<file path="src/rte_consts.svh">
// Constants for the peripheral pin routing block
`ifndef RTE_CONSTS_SVH
`define RTE_CONSTS_SVH

`define RTE_NUM_PINS      24
`define RTE_NUM_INPUTS    8
`define RTE_NUM_CODES     64
`define RTE_IN_SEL_W      5
`define RTE_OUT_SEL_W     6
`define RTE_IDX_W         5

// Lock register key bytes and lock bit position
`define RTE_KEY_FIRST     8'h55
`define RTE_KEY_SECOND    8'haa
`define RTE_LOCK_BIT      0

// Output select reset code: ordinary port latch
`define RTE_OUT_SEL_RST   6'h00

// Output source codes
`define RTE_CODE_LATCH    6'h00
`define RTE_CODE_LOGIC1   6'h01
`define RTE_CODE_WAVE1A   6'h05
`define RTE_CODE_CAPCMP1  6'h09
`define RTE_CODE_PWM_A    6'h0d
`define RTE_CODE_PWM_B    6'h0e
`define RTE_CODE_SER_CK   6'h0f
`define RTE_CODE_SER_DT   6'h10
`define RTE_CODE_CMP1     6'h11
`define RTE_CODE_CMP2     6'h12
`define RTE_CODE_P1_CLK   6'h13
`define RTE_CODE_P1_DAT   6'h14
`define RTE_CODE_P2_CLK   6'h15
`define RTE_CODE_P2_DAT   6'h16
`define RTE_CODE_TMR0     6'h17
`define RTE_CODE_NUMOSC   6'h18
`define RTE_CODE_REFCLK   6'h19
`define RTE_CODE_MOD      6'h1a
`define RTE_CODE_WAVE2A   6'h1b
`define RTE_CODE_GUARD_A  6'h1f
`define RTE_CODE_GUARD_B  6'h20

// Input select indices
`define RTE_IN_SS1        0
`define RTE_IN_SCL2       1
`define RTE_IN_SDA2       2
`define RTE_IN_SS2        3
`define RTE_IN_RX1        4
`define RTE_IN_CK1        5
`define RTE_IN_SMTSIG     6
`define RTE_IN_SMTWIN     7

// Input select defaults, small package
`define RTE_DEF14_SS1     5'h13
`define RTE_DEF14_SCL2    5'h14
`define RTE_DEF14_SDA2    5'h15
`define RTE_DEF14_SS2     5'h00
`define RTE_DEF14_RX1     5'h15
`define RTE_DEF14_CK1     5'h14
`define RTE_DEF14_SMTSIG  5'h10
`define RTE_DEF14_SMTWIN  5'h04

// Input select defaults, 20-pin package
`define RTE_DEF20_SS1     5'h16
`define RTE_DEF20_SCL2    5'h0f
`define RTE_DEF20_SDA2    5'h0d
`define RTE_DEF20_SS2     5'h01
`define RTE_DEF20_RX1     5'h0d
`define RTE_DEF20_CK1     5'h0f
`define RTE_DEF20_SMTSIG  5'h10
`define RTE_DEF20_SMTWIN  5'h04

`endif

</file>
<file path="src/rte_pkg.sv">
// Types for the peripheral pin routing block
`default_nettype none

package rte_pkg;

    typedef enum logic [1:0] {
        RTE_KEY_IDLE,
        RTE_KEY_GOT_FIRST,
        RTE_KEY_GOT_SECOND
    } rte_key_e;

endpackage

`default_nettype wire

</file>
<file path="src/rte_pin_drive.sv">
// Per-pin output source and driver enable selection
`include "rte_consts.svh"
`default_nettype none

module rte_pin_drive (
    input  wire logic [`RTE_OUT_SEL_W-1:0] outSel,    // Output select code
    input  wire logic [`RTE_NUM_CODES-1:0] srcVal,    // Source level per code
    input  wire logic [`RTE_NUM_CODES-1:0] ovrAct,    // Peripheral owns driver
    input  wire logic [`RTE_NUM_CODES-1:0] ovrOe,     // Peripheral driver enable
    input  wire logic                      dirInput,  // Direction bit, 1 = input
    output logic                           drvVal,    // Pin output level
    output logic                           drvOe      // Pin output enable
);

    always_comb begin
        drvVal = srcVal[outSel];
        if (ovrAct[outSel]) begin
            drvOe = ovrOe[outSel];
        end else begin
            drvOe = ~dirInput;
        end
    end

endmodule

`default_nettype wire

</file>
<file path="src/rte_pin_routing.sv">
// Peripheral pin routing fabric with selection lock
`include "rte_consts.svh"
`default_nettype none

module rte_pin_routing #(
    parameter bit PKG20 = 1'b1                        // 1 = 20-pin package defaults
) (
    input  wire logic                      mclk,          // System clock
    input  wire logic                      rst_n,         // Power-on reset, active low
    input  wire logic                      selWrEn,       // Select register write strobe
    input  wire logic                      selWrOut,      // 1 = output select, 0 = input
    input  wire logic [`RTE_IDX_W-1:0]     selWrIdx,      // Pin or input index
    input  wire logic [7:0]                selWrData,     // Write data
    input  wire logic                      lockWrEn,      // Lock register write strobe
    input  wire logic [7:0]                lockWrData,    // Lock register write data
    input  wire logic                      otherAccess,   // Any other register access
    input  wire logic                      oneWayCfg,     // One-way lock option
    input  wire logic [`RTE_NUM_PINS-1:0]  pinIn,         // Pin levels, asynchronous
    input  wire logic [`RTE_NUM_PINS-1:0]  portLatch,     // Port output latch values
    input  wire logic [`RTE_NUM_PINS-1:0]  pinDirCtrl,    // Direction bits, 1 = input
    input  wire logic [3:0]                logicCellOut,  // Logic cell outputs 1-4
    input  wire logic [3:0]                wave1Out,      // Generator 1 outputs A-D
    input  wire logic [3:0]                wave2Out,      // Generator 2 outputs A-D
    input  wire logic [3:0]                capCompOut,    // Capture/compare outputs 1-4
    input  wire logic [1:0]                pwmOut,        // PWM outputs A and B
    input  wire logic [1:0]                cmpOut,        // Comparator outputs 1 and 2
    input  wire logic                      serTxCk,       // Serial TX or sync clock out
    input  wire logic                      serDt,         // Serial sync data out
    input  wire logic                      serSyncMode,   // Serial port in sync mode
    input  wire logic                      serCkOe,       // Serial clock driver enable
    input  wire logic                      serDtOe,       // Serial data driver enable
    input  wire logic [1:0]                sspClk,        // Sync ports clock out
    input  wire logic [1:0]                sspDat,        // Sync ports data out
    input  wire logic [1:0]                sspI2cMode,    // Sync ports in I2C mode
    input  wire logic [1:0]                sspClkOe,      // Sync ports clock enable
    input  wire logic [1:0]                sspDatOe,      // Sync ports data enable
    input  wire logic                      timer_zero_output,       // Timer zero output
    input  wire logic                      numOscOut,     // Numeric oscillator output
    input  wire logic                      refClkOut,     // Reference clock output
    input  wire logic                      modOut,        // Modulator output
    input  wire logic [1:0]                guardOut,      // Converter guards A and B
    output logic [`RTE_NUM_INPUTS-1:0]     periphIn,      // Routed peripheral inputs
    output logic [`RTE_NUM_PINS-1:0]       pinOut,        // Pin output levels
    output logic [`RTE_NUM_PINS-1:0]       pinOe,         // Pin output enables
    output logic                           lockedOut      // Routing locked bit
);

    // ****************************************************************
    // Reset defaults
    // ****************************************************************
    localparam logic [`RTE_NUM_INPUTS*`RTE_IN_SEL_W-1:0] DEF14 = {
        `RTE_DEF14_SMTWIN, `RTE_DEF14_SMTSIG, `RTE_DEF14_CK1, `RTE_DEF14_RX1,
        `RTE_DEF14_SS2, `RTE_DEF14_SDA2, `RTE_DEF14_SCL2, `RTE_DEF14_SS1};
    localparam logic [`RTE_NUM_INPUTS*`RTE_IN_SEL_W-1:0] DEF20 = {
        `RTE_DEF20_SMTWIN, `RTE_DEF20_SMTSIG, `RTE_DEF20_CK1, `RTE_DEF20_RX1,
        `RTE_DEF20_SS2, `RTE_DEF20_SDA2, `RTE_DEF20_SCL2, `RTE_DEF20_SS1};
    localparam logic [`RTE_NUM_INPUTS*`RTE_IN_SEL_W-1:0] IN_DEF = PKG20 ? DEF20 : DEF14;

    // ****************************************************************
    // Pin synchronisers
    // ****************************************************************
    logic [`RTE_NUM_PINS-1:0] pinMeta_r;
    logic [`RTE_NUM_PINS-1:0] pinSync_r;

    always_ff @(posedge mclk or negedge rst_n) begin
        if (!rst_n) begin
            pinMeta_r <= '0;
            pinSync_r <= '0;
        end else begin
            pinMeta_r <= pinIn;
            pinSync_r <= pinMeta_r;
        end
    end

    // ****************************************************************
    // Lock key sequence
    // ****************************************************************
    rte_pkg::rte_key_e keySt_r;
    rte_pkg::rte_key_e keySt_nxt;
    logic              locked_r;
    logic              locked_nxt;
    logic              oneWaySet_r;
    logic              oneWaySet_nxt;

    always_comb begin
        keySt_nxt     = keySt_r;
        locked_nxt    = locked_r;
        oneWaySet_nxt = oneWaySet_r;
        if (selWrEn || otherAccess) begin
            keySt_nxt = rte_pkg::RTE_KEY_IDLE;
        end else if (lockWrEn) begin
            case (keySt_r)
                rte_pkg::RTE_KEY_IDLE: begin
                    if (lockWrData == `RTE_KEY_FIRST) begin
                        keySt_nxt = rte_pkg::RTE_KEY_GOT_FIRST;
                    end
                end
                rte_pkg::RTE_KEY_GOT_FIRST: begin
                    if (lockWrData == `RTE_KEY_SECOND) begin
                        keySt_nxt = rte_pkg::RTE_KEY_GOT_SECOND;
                    end else begin
                        keySt_nxt = rte_pkg::RTE_KEY_IDLE;
                    end
                end
                rte_pkg::RTE_KEY_GOT_SECOND: begin
                    keySt_nxt = rte_pkg::RTE_KEY_IDLE;
                    if (lockWrData[`RTE_LOCK_BIT]) begin
                        locked_nxt = 1'b1;
                        if (oneWayCfg) begin
                            oneWaySet_nxt = 1'b1;
                        end
                    end else if (!oneWaySet_r) begin
                        locked_nxt = 1'b0;
                    end
                end
                default: begin
                    keySt_nxt = rte_pkg::RTE_KEY_IDLE;
                end
            endcase
        end
    end

    // Only power-on reset reaches here; sleep has no effect
    always_ff @(posedge mclk or negedge rst_n) begin
        if (!rst_n) begin
            keySt_r     <= rte_pkg::RTE_KEY_IDLE;
            locked_r    <= 1'b0;
            oneWaySet_r <= 1'b0;
        end else begin
            keySt_r     <= keySt_nxt;
            locked_r    <= locked_nxt;
            oneWaySet_r <= oneWaySet_nxt;
        end
    end

    // ****************************************************************
    // Selection registers
    // ****************************************************************
    logic [`RTE_IN_SEL_W-1:0]  inSel_r  [`RTE_NUM_INPUTS];
    logic [`RTE_IN_SEL_W-1:0]  inSel_nxt [`RTE_NUM_INPUTS];
    logic [`RTE_OUT_SEL_W-1:0] outSel_r  [`RTE_NUM_PINS];
    logic [`RTE_OUT_SEL_W-1:0] outSel_nxt [`RTE_NUM_PINS];

    always_comb begin
        for (int i = 0; i < `RTE_NUM_INPUTS; i++) begin
            inSel_nxt[i] = inSel_r[i];
        end
        for (int p = 0; p < `RTE_NUM_PINS; p++) begin
            outSel_nxt[p] = outSel_r[p];
        end
        if (selWrEn && !locked_r) begin
            if (selWrOut) begin
                if (32'(selWrIdx) < `RTE_NUM_PINS) begin
                    outSel_nxt[selWrIdx] = selWrData[`RTE_OUT_SEL_W-1:0];
                end
            end else if (32'(selWrIdx) < `RTE_NUM_INPUTS) begin
                inSel_nxt[selWrIdx[2:0]] = selWrData[`RTE_IN_SEL_W-1:0];
            end
        end
    end

    // ****************************************************************
    // Per-input and per-pin logic
    // ****************************************************************
    logic [`RTE_NUM_CODES-1:0] srcVal;
    logic [`RTE_NUM_CODES-1:0] ovrAct;
    logic [`RTE_NUM_CODES-1:0] ovrOe;
    logic [`RTE_NUM_PINS-1:0]  drvVal;
    logic [`RTE_NUM_PINS-1:0]  drvOe;

    always_comb begin
        ovrAct = '0;
        ovrOe  = '0;
        ovrAct[`RTE_CODE_SER_CK]  = serSyncMode;
        ovrAct[`RTE_CODE_SER_DT]  = serSyncMode;
        ovrOe[`RTE_CODE_SER_CK]   = serCkOe;
        ovrOe[`RTE_CODE_SER_DT]   = serDtOe;
        ovrAct[`RTE_CODE_P1_CLK]  = sspI2cMode[0];
        ovrAct[`RTE_CODE_P1_DAT]  = sspI2cMode[0];
        ovrAct[`RTE_CODE_P2_CLK]  = sspI2cMode[1];
        ovrAct[`RTE_CODE_P2_DAT]  = sspI2cMode[1];
        ovrOe[`RTE_CODE_P1_CLK]   = sspClkOe[0];
        ovrOe[`RTE_CODE_P1_DAT]   = sspDatOe[0];
        ovrOe[`RTE_CODE_P2_CLK]   = sspClkOe[1];
        ovrOe[`RTE_CODE_P2_DAT]   = sspDatOe[1];
    end

    // Code 0 is patched per pin with its own latch
    assign srcVal[`RTE_NUM_CODES-1:`RTE_CODE_GUARD_B+1] = '0;
    assign srcVal[`RTE_CODE_GUARD_B:`RTE_CODE_LOGIC1] = {
        guardOut, wave2Out[3:0], modOut, refClkOut, numOscOut, timer_zero_output,
        sspDat[1], sspClk[1], sspDat[0], sspClk[0], cmpOut, serDt, serTxCk,
        pwmOut, capCompOut, wave1Out, logicCellOut};
    assign srcVal[`RTE_CODE_LATCH] = 1'b0;

    logic [`RTE_NUM_INPUTS-1:0] periphIn_nxt;
    // Codes beyond the last pin read low
    logic [31:0]                pinPad;

    assign pinPad = {8'h00, pinSync_r};

    genvar g;
    generate
        for (g = 0; g < `RTE_NUM_INPUTS; g++) begin : g_in
            // Port in upper bits, pin in lower bits; RX and CK selects serve sync mode
            assign periphIn_nxt[g] =
                pinPad[{inSel_r[g][4:3], inSel_r[g][2:0]}];
        end
        for (g = 0; g < `RTE_NUM_PINS; g++) begin : g_pin
            logic [`RTE_NUM_CODES-1:0] pinSrc;
            assign pinSrc = {srcVal[`RTE_NUM_CODES-1:1], portLatch[g]};
            rte_pin_drive u_drive (
                .outSel   (outSel_r[g]),
                .srcVal   (pinSrc),
                .ovrAct   (ovrAct),
                .ovrOe    (ovrOe),
                .dirInput (pinDirCtrl[g]),
                .drvVal   (drvVal[g]),
                .drvOe    (drvOe[g])
            );
        end
    endgenerate

    always_ff @(posedge mclk or negedge rst_n) begin
        if (!rst_n) begin
            for (int i = 0; i < `RTE_NUM_INPUTS; i++) begin
                inSel_r[i] <= IN_DEF[i*`RTE_IN_SEL_W +: `RTE_IN_SEL_W];
            end
            for (int p = 0; p < `RTE_NUM_PINS; p++) begin
                outSel_r[p] <= `RTE_OUT_SEL_RST;
            end
            periphIn  <= '0;
            pinOut    <= '0;
            pinOe     <= '0;
            lockedOut <= 1'b0;
        end else begin
            for (int i = 0; i < `RTE_NUM_INPUTS; i++) begin
                inSel_r[i] <= inSel_nxt[i];
            end
            for (int p = 0; p < `RTE_NUM_PINS; p++) begin
                outSel_r[p] <= outSel_nxt[p];
            end
            periphIn  <= periphIn_nxt;
            pinOut    <= drvVal;
            pinOe     <= drvOe;
            lockedOut <= locked_nxt;
        end
    end

endmodule

`default_nettype wire

</file>
<file path="config.mk">
export PLATFORM = sky130hd
export DESIGN_NAME = rte_pin_routing
export DESIGN_NICKNAME = d
export VERILOG_FILES = /design/src/rte_pkg.sv /design/src/rte_pin_drive.sv /design/src/rte_pin_routing.sv
export VERILOG_INCLUDE_DIRS = /design/src /design/src/src
export SDC_FILE = /design/constraint.sdc
export NUM_CORES = 1
export LEC_CHECK = 0
export ABC_AREA = 0
export BUFFER_PORTS_ARGS = -buffer_cell sky130_fd_sc_hd__buf_2
export CAP_MARGIN = 20
export CELL_PAD_IN_SITES_DETAIL_PLACEMENT = 2
export CELL_PAD_IN_SITES_GLOBAL_PLACEMENT = 2
export CORE_ASPECT_RATIO = 0.7
export CORE_MARGIN = 2
export CORE_UTILIZATION = 35
export DETAILED_ROUTE_END_ITERATION = 16
export GPL_TIMING_DRIVEN = 0
export PLACE_DENSITY = 0.73
export SLEW_MARGIN = 20
export SYNTH_ARGS = -nofsm -noshare
export SYNTH_HDL_FRONTEND = slang
export SYNTH_SLANG_ARGS = --single-unit
</file>
<file path="constraint.sdc">
create_clock -name mclk -period 2.3 [get_ports mclk]
set_input_delay 0.46 -clock mclk [delete_from_list [all_inputs] [get_ports mclk]]
set_output_delay 0.46 -clock mclk [all_outputs]
set_load 0.03 [all_outputs]
</file>
# Word-level counts from Yosys, hierarchy flattened
# Cells that the tools add are included.
[totals]
regBits = 292
latchBits = 0
mem_bits_rw = 0
romBits = 0
output_inout_bits = 57
wordCells = 321
memories = 0
[op_classes]
add_sub_neg = 0
n_mul = 0
div = 0
n_lt_le_gt_ge = 38
eq_ne = 6
shift = 0
n_mux = 197
n_bitwise = 28
reduce_logical = 12
[op_table]
columns = ["operator", "n"]
rows = [
  ["$bmux 1 s6", 72],
  ["$lt 6x7->1 const B", 24],
  ["$bwmux 144", 1],
  ["$mux 1", 106],
  ["$lt 5x6->1 const B", 8],
  ["$bmux 1 s5", 8],
  ["$bwmux 40", 1],
  ["$demux 6 s5", 1],
  ["$not 1->1", 26],
  ["$demux 5 s3", 1],
  ["$eq 8x7->1 const B", 1],
  ["$eq 8x8->1 const B", 1],
  ["$mux 2", 4],
  ["$ge 6x6->1 const B", 1],
  ["$lt 6x1->1 const B", 1],
  ["$mux 6", 1],
  ["$not 5->6", 1],
  ["$reduce_and 3->1", 2],
  ["$lt 5x4->1 const B", 1],
  ["$lt 5x5->1 const B", 1],
  ["$mux 5", 1],
  ["$reduce_and 5->1", 1],
  ["$ge 4x4->1 const B", 1],
  ["$lt 4x1->1 const B", 1],
  ["13 further kinds", 15],
]

# Depth between registers and ports, before layout
[depth]
depth_word = 6
depth_mapped = 7

# Modules after synthesis
# From an unflattened synthesis, not the netlist that was laid out.
[unflattened]
hier_cells = 3398
hier_area_um2 = 48311.3
[by_module_without_submodules]
columns = ["mod", "instances", "cells_each", "area_each_um2", "seq_area_each_um2"]
rows = [
  ["rte_pin_drive", 24, 111, 1526.5, 0.0],
  ["rte_pin_routing", 1, 734, 11676.2, 7332.0],
]

# Least setup slack after synthesis
# No wires, ideal clock.
[synth_timing]
path_type = "register -> register"
startpoint = "register inSel_r[20] (netlist name)"
endpoint = "register periphIn[3]"
arrival_time_ps = 1858
required_ps = 2175
slack_ps = 317
path_stages_with_launch = 5
path_buffers = 1
cell_sequence = "dfstp_2 -> buf_6 -> mux4_1 -> mux4_2 -> mux2_2"
[synth_via]
elab_chain_len = 2
[synth_rtl]
columns = ["item", "line", "text"]
rows = [
  ["from (decl)", "rte_pin_routing.sv:139", "logic [`RTE_IN_SEL_W-1:0] inSel_r [`RTE_NUM_INPUTS];"],
  ["from (signal, indexed assignment)", "rte_pin_routing.sv:227", "inSel_r[i] <= IN_DEF[i*`RTE_IN_SEL_W +: `RTE_IN_SEL_W];"],
  ["from (signal, indexed assignment)", "rte_pin_routing.sv:238", "inSel_r[i] <= inSel_nxt[i];"],
  ["$bmux 1 s5", "rte_pin_routing.sv:207", "pinPad[{inSel_r[g][4:3], inSel_r[g][2:0]}];"],
  ["$mux 1 (not written as such)", "rte_pin_routing.sv:207", ""],
  ["net periphIn_nxt[3]", "rte_pin_routing.sv:196", "logic [`RTE_NUM_INPUTS-1:0] periphIn_nxt;"],
  ["to (signal assigned)", "rte_pin_routing.sv:243", "periphIn <= periphIn_nxt;"],
  ["to (decl)", "rte_pin_routing.sv:42", "output logic [`RTE_NUM_INPUTS-1:0] periphIn,"],
]
# The timed path passes the listed nets, and every way through them passes these cells. The select of a mux whose other input is x is not followed.
# A chain may end at the register's enable or synchronous reset.

# Worst setup path in the final report
[layout_timing]
startpoint = "input port logicCellOut[1]"
endpoint = "register pinOut[9]"
[layout_via]
elab_chain_len = 2
[layout_rtl]
columns = ["item", "line", "text"]
rows = [
  ["from (decl)", "rte_pin_routing.sv:21", "input wire logic [3:0] logicCellOut,"],
  ["$bmux 1 s6", "rte_pin_drive.sv:16", "drvVal = srcVal[outSel];"],
  ["$mux 1 (not written as such)", "rte_pin_drive.sv:16", ""],
  ["net g_pin[9].u_drive.drvVal", "rte_pin_drive.sv:11", "output logic drvVal,"],
  ["to (signal assigned)", "rte_pin_routing.sv:244", "pinOut <= drvVal;"],
  ["to (decl)", "rte_pin_routing.sv:43", "output logic [`RTE_NUM_PINS-1:0] pinOut,"],
]
# The timed path passes the listed nets, and every way through them passes these cells. The select of a mux whose other input is x is not followed.

==> impl_metrics.env <==
export IMPL_syn_inst=1782
export IMPL_drc=0
export IMPL_setup_slack_ns=-0.0816
export IMPL_violations="negative setup slack"
export IMPL_cts_reportedPaths_clkPinSlew_ns=0.07
export IMPL_drv_slew=0
export IMPL_r2r_slack_ns=-0.01
export IMPL_grt_use_total=0.306
export IMPL_power_density_mw_per_mm2=770
export IMPL_antenna_found_initial=5
export IMPL_finalSetupViolCount=4
export IMPL_rsz0062_at_grt="yes"
export IMPL_total_power_mw=19.7
export IMPL_synth_compound_area_share=0.0804
export IMPL_fin_crit_sh=1.04
export IMPL_via_count=19039
export IMPL_hold_end="pinOe[6]$_DFF_PN0_"
export IMPL_wl_per_cell_um=34.2
export IMPL_synth_seq_cells=292
export IMPL_finalNonFillerCells=2889
export IMPL_r2r_cells=5
export IMPL_numCtsBuffers=35
export IMPL_tightest_slew_ns=1.27
export IMPL_clk_latency_ns=0.59
export IMPL_start_util=0.356
export IMPL_holdPathStages=2
export IMPL_finalSetupTns_ns=-0.137
export IMPL_r2r_start="lockedOut$_DFFE_PN0P_"
export IMPL_io_buffer_count=193
export IMPL_dp_cells=2797
export IMPL_grt_ovfl_total=0
export IMPL_syn_area_per_cell_um2=12.3
export IMPL_async_reset_ff_frac=1.00
export IMPL_ios=198
export IMPL_status="complete, but fails checks"
export IMPL_dpl_worst_slack_ns=-0.780
export IMPL_synthesis_area_mm2=0.0220
export IMPL_p_leak_nw=10.4
export IMPL_layout_drive_gt1_share=0.409
export IMPL_ys_seq_area_frac=0.334
export IMPL_yosys_area_share_simple=0.0951
export IMPL_first_pass_iters=5
export IMPL_core_area_mm2=0.0618
export IMPL_dp_hpwl_um=68300
export IMPL_timing_rr_end="outSel_r[0]$_DFFE_PN0P_"
export IMPL_setup_worst_path_start="logicCellOut[1]"
export IMPL_postRouteAntennaNets=0
export IMPL_critPathLaunchType="input pin"
export IMPL_cts_root_buf="clkbuf_16"
export IMPL_peakVddDrop_mv=0.706
export IMPL_max_freq_mhz=420
export IMPL_min_period_ns=2.38
export IMPL_cts_sinks=292
export IMPL_hold_start="pinDirCtrl[6]"
export IMPL_cap_viol_max_count=0
export IMPL_synth_adder_area_share=0
export IMPL_drt_iter0_drc=2161
export IMPL_die_width_um=304
export IMPL_slew_headroom=0.153
export IMPL_criticalPathCategory="in2reg"
export IMPL_std_cell_rows=76
export IMPL_clockBufferDepth=3
export IMPL_synthDistinctLibCells=57
export IMPL_synth_xor_xnor_area_share=0.00956
export IMPL_crit_required_ns=2.71
export IMPL_arrival_ns=2.80
export IMPL_clock_skew_ns=0.0204
export IMPL_crit_fanout=10
export IMPL_crit_path_end_kind="flop"
export IMPL_grt_pass1_vias=20336
export IMPL_synth_main_ff_cell="dfrtp_1"
export IMPL_synth_edf_count=0
export IMPL_synthToLayoutAreaGrowth_pct=16.6
export IMPL_min_path_type="in2reg"
export IMPL_ys_warn_count=0
export IMPL_synth_top_family_by_area="multiplexers"
export IMPL_die_area_mm2=0.0648
export IMPL_final_nets=2182
export IMPL_dpl_cell_area_mm2=0.0241
export IMPL_grt_pass1_wl_um=143000
export IMPL_yosys_mux_area_fraction=0.426
export IMPL_die_y_um=214
export IMPL_tritoncts="yes"
export IMPL_h_tree_depth=2
export IMPL_wl_um=98900
export IMPL_synth_fp_nets=1923
export IMPL_hold_viol_final=0
export IMPL_vias_per_cell=6.59
export IMPL_gp_congestion=0.989
export IMPL_final_cell_area_mm2=0.0256
export IMPL_grt_max_degree=87
cell usage after synthesis (all sizes together) (3+ instances only):
cell     instances  area share
o2111ai          8      0.0032
nor3            11      0.0030
nand3           47       0.011
a21oi           27      0.0061
a32oi           35       0.014
nand2b           5      0.0014
nor2b           44       0.013
dfrtp          272        0.31
inv             13      0.0022
a221oi           8      0.0032
and3             8      0.0023
clkinv          11      0.0019
a31o             7      0.0028
o22ai           13      0.0037
nor3b           18      0.0061
o21ai           14      0.0032
mux4           244        0.25
mux2i          152       0.069
a211oi           9      0.0031
o311a            4      0.0018
buf            102       0.029
a31oi            3     0.00085
or3b             6      0.0024
nand3b          27      0.0092
o211ai          30       0.010
xor2            24      0.0096
nand2           79       0.013
a22oi            4      0.0014
a221o           42       0.019
mux2           200        0.10
nor2            83       0.014
dfstp           20       0.024
nand4           30      0.0085
and4             8      0.0032
clkbuf         130       0.022
a41oi            6      0.0024
and2            17      0.0048
layout make-up:
type | count | area [µm²]
Clock buffer | 48 | 955
Sequential cell | 292 | 7330
Inverter | 24 | 90.1
Fill cell | 6325 | 36200
Tap cell | 819 | 1020
Clock inverter | 16 | 230
Multi-Input combinational cell | 1234 | 13500
Antenna cell | 2 | 5.00
Timing Repair Buffer | 224 | 1360
Buffer | 230 | 1150
power breakdown:
part	total (mW)	internal (mW)	switching, mW
sequential	6.51	5.90	0.619
combinational	7.16	3.16	4.01
clock	6.07	3.42	2.65
total	19.7	12.5	7.28
flip-flops by register name (all words and copies together) (netlist names):
register and flops:
oneWaySet_r 1, outSel_r 144, inSel_r 40, keySt_r 2, pinSync_r 24, periphIn 8
pinOe 24, lockedOut 1, pinMeta_r 24, pinOut 24
how the worst max path moves through the flow:
stage / endpoint / cells past startpoint / slack, ns
after floorplan: periphIn[3]$_DFF_PN0_ / 4 / 0.32
after global placement: pinOe[18]$_DFF_PN0_ / 1 / -5.02
after detailed placement: pinOe[1]$_DFF_PN0_ / 5 / -0.78
after CTS: outSel_r[0]$_DFFE_PN0P_ / 5 / 0.005
after global routing: outSel_r[26]$_DFFE_PN0P_ / 5 / -0.05
final: pinOut[9]$_DFF_PN0_ / 6 / -0.08
cells by family (layout without fill, tap and decap cells):
| kind of cell | count (synthesis) | in the layout |
|---|---|---|
| other | 0 | 2 |
| XOR/XNOR | 24 | 24 |
| flip-flops | 292 | 292 |
| AND/OR/NAND/NOR | 391 | 391 |
| AO/OA/AOI/OAI | 223 | 223 |
| multiplexers | 596 | 596 |
| buffers and inverters | 256 | 542 |
stage by stage:
step                hold slack, ns   util
finish                      0.0407  0.415
global route                0.0342  0.415
CTS                        0.00957  0.413
detailed placement           0.338  0.389
global placement             0.332  0.388
floorplan                    0.164      -
layout by cell type, fill, tap and decap left out, drive strengths merged, types with 25 or more instances in the layout:
master       Yosys  routed
nor2b           44      44
mux2           200     200
mux4           244     244
a221o           42      42
buf            102     300
nand3b          27      27
a32oi           35      35
nand4           30      30
o211ai          30      30
nand3           47      47
dlygate4sd3      0      25
dfrtp          272     272
nand2           79      79
mux2i          152     152
a21oi           27      27
nor2            83      83
clkbuf         130     177
critical path, stage by stage:
cell and delay (ns):
buf_2 0.17, clkbuf_1 0.68, mux4_2 0.43, mux2i_1 0.09, mux4_2 0.48, o22ai_1 0.49
timing repair:
| action | in CTS | in global routing |
|---|---|---|
| setup buffers | 0 | 1 |
| pin swaps | 0 | 1 |
| hold buffers | 25 | 0 |
| setup endpoints to repair | 83 | 29 |
| resized for setup | 16 | 23 |
| endpoints found under the hold margin | 76 | 0 |
metal layers:
layer	up-vias	wire, µm	share of wire	global-route usage
met3	233	10600	0.11	0.0952
met5	-	69	0.00070	0.00744
li1	7547	-	-	-
met4	2	3320	0.034	0.103
met2	1095	43900	0.44	0.462
met1	10162	41000	0.41	0.417
Note: power is estimated with default switching activity, not from simulation.
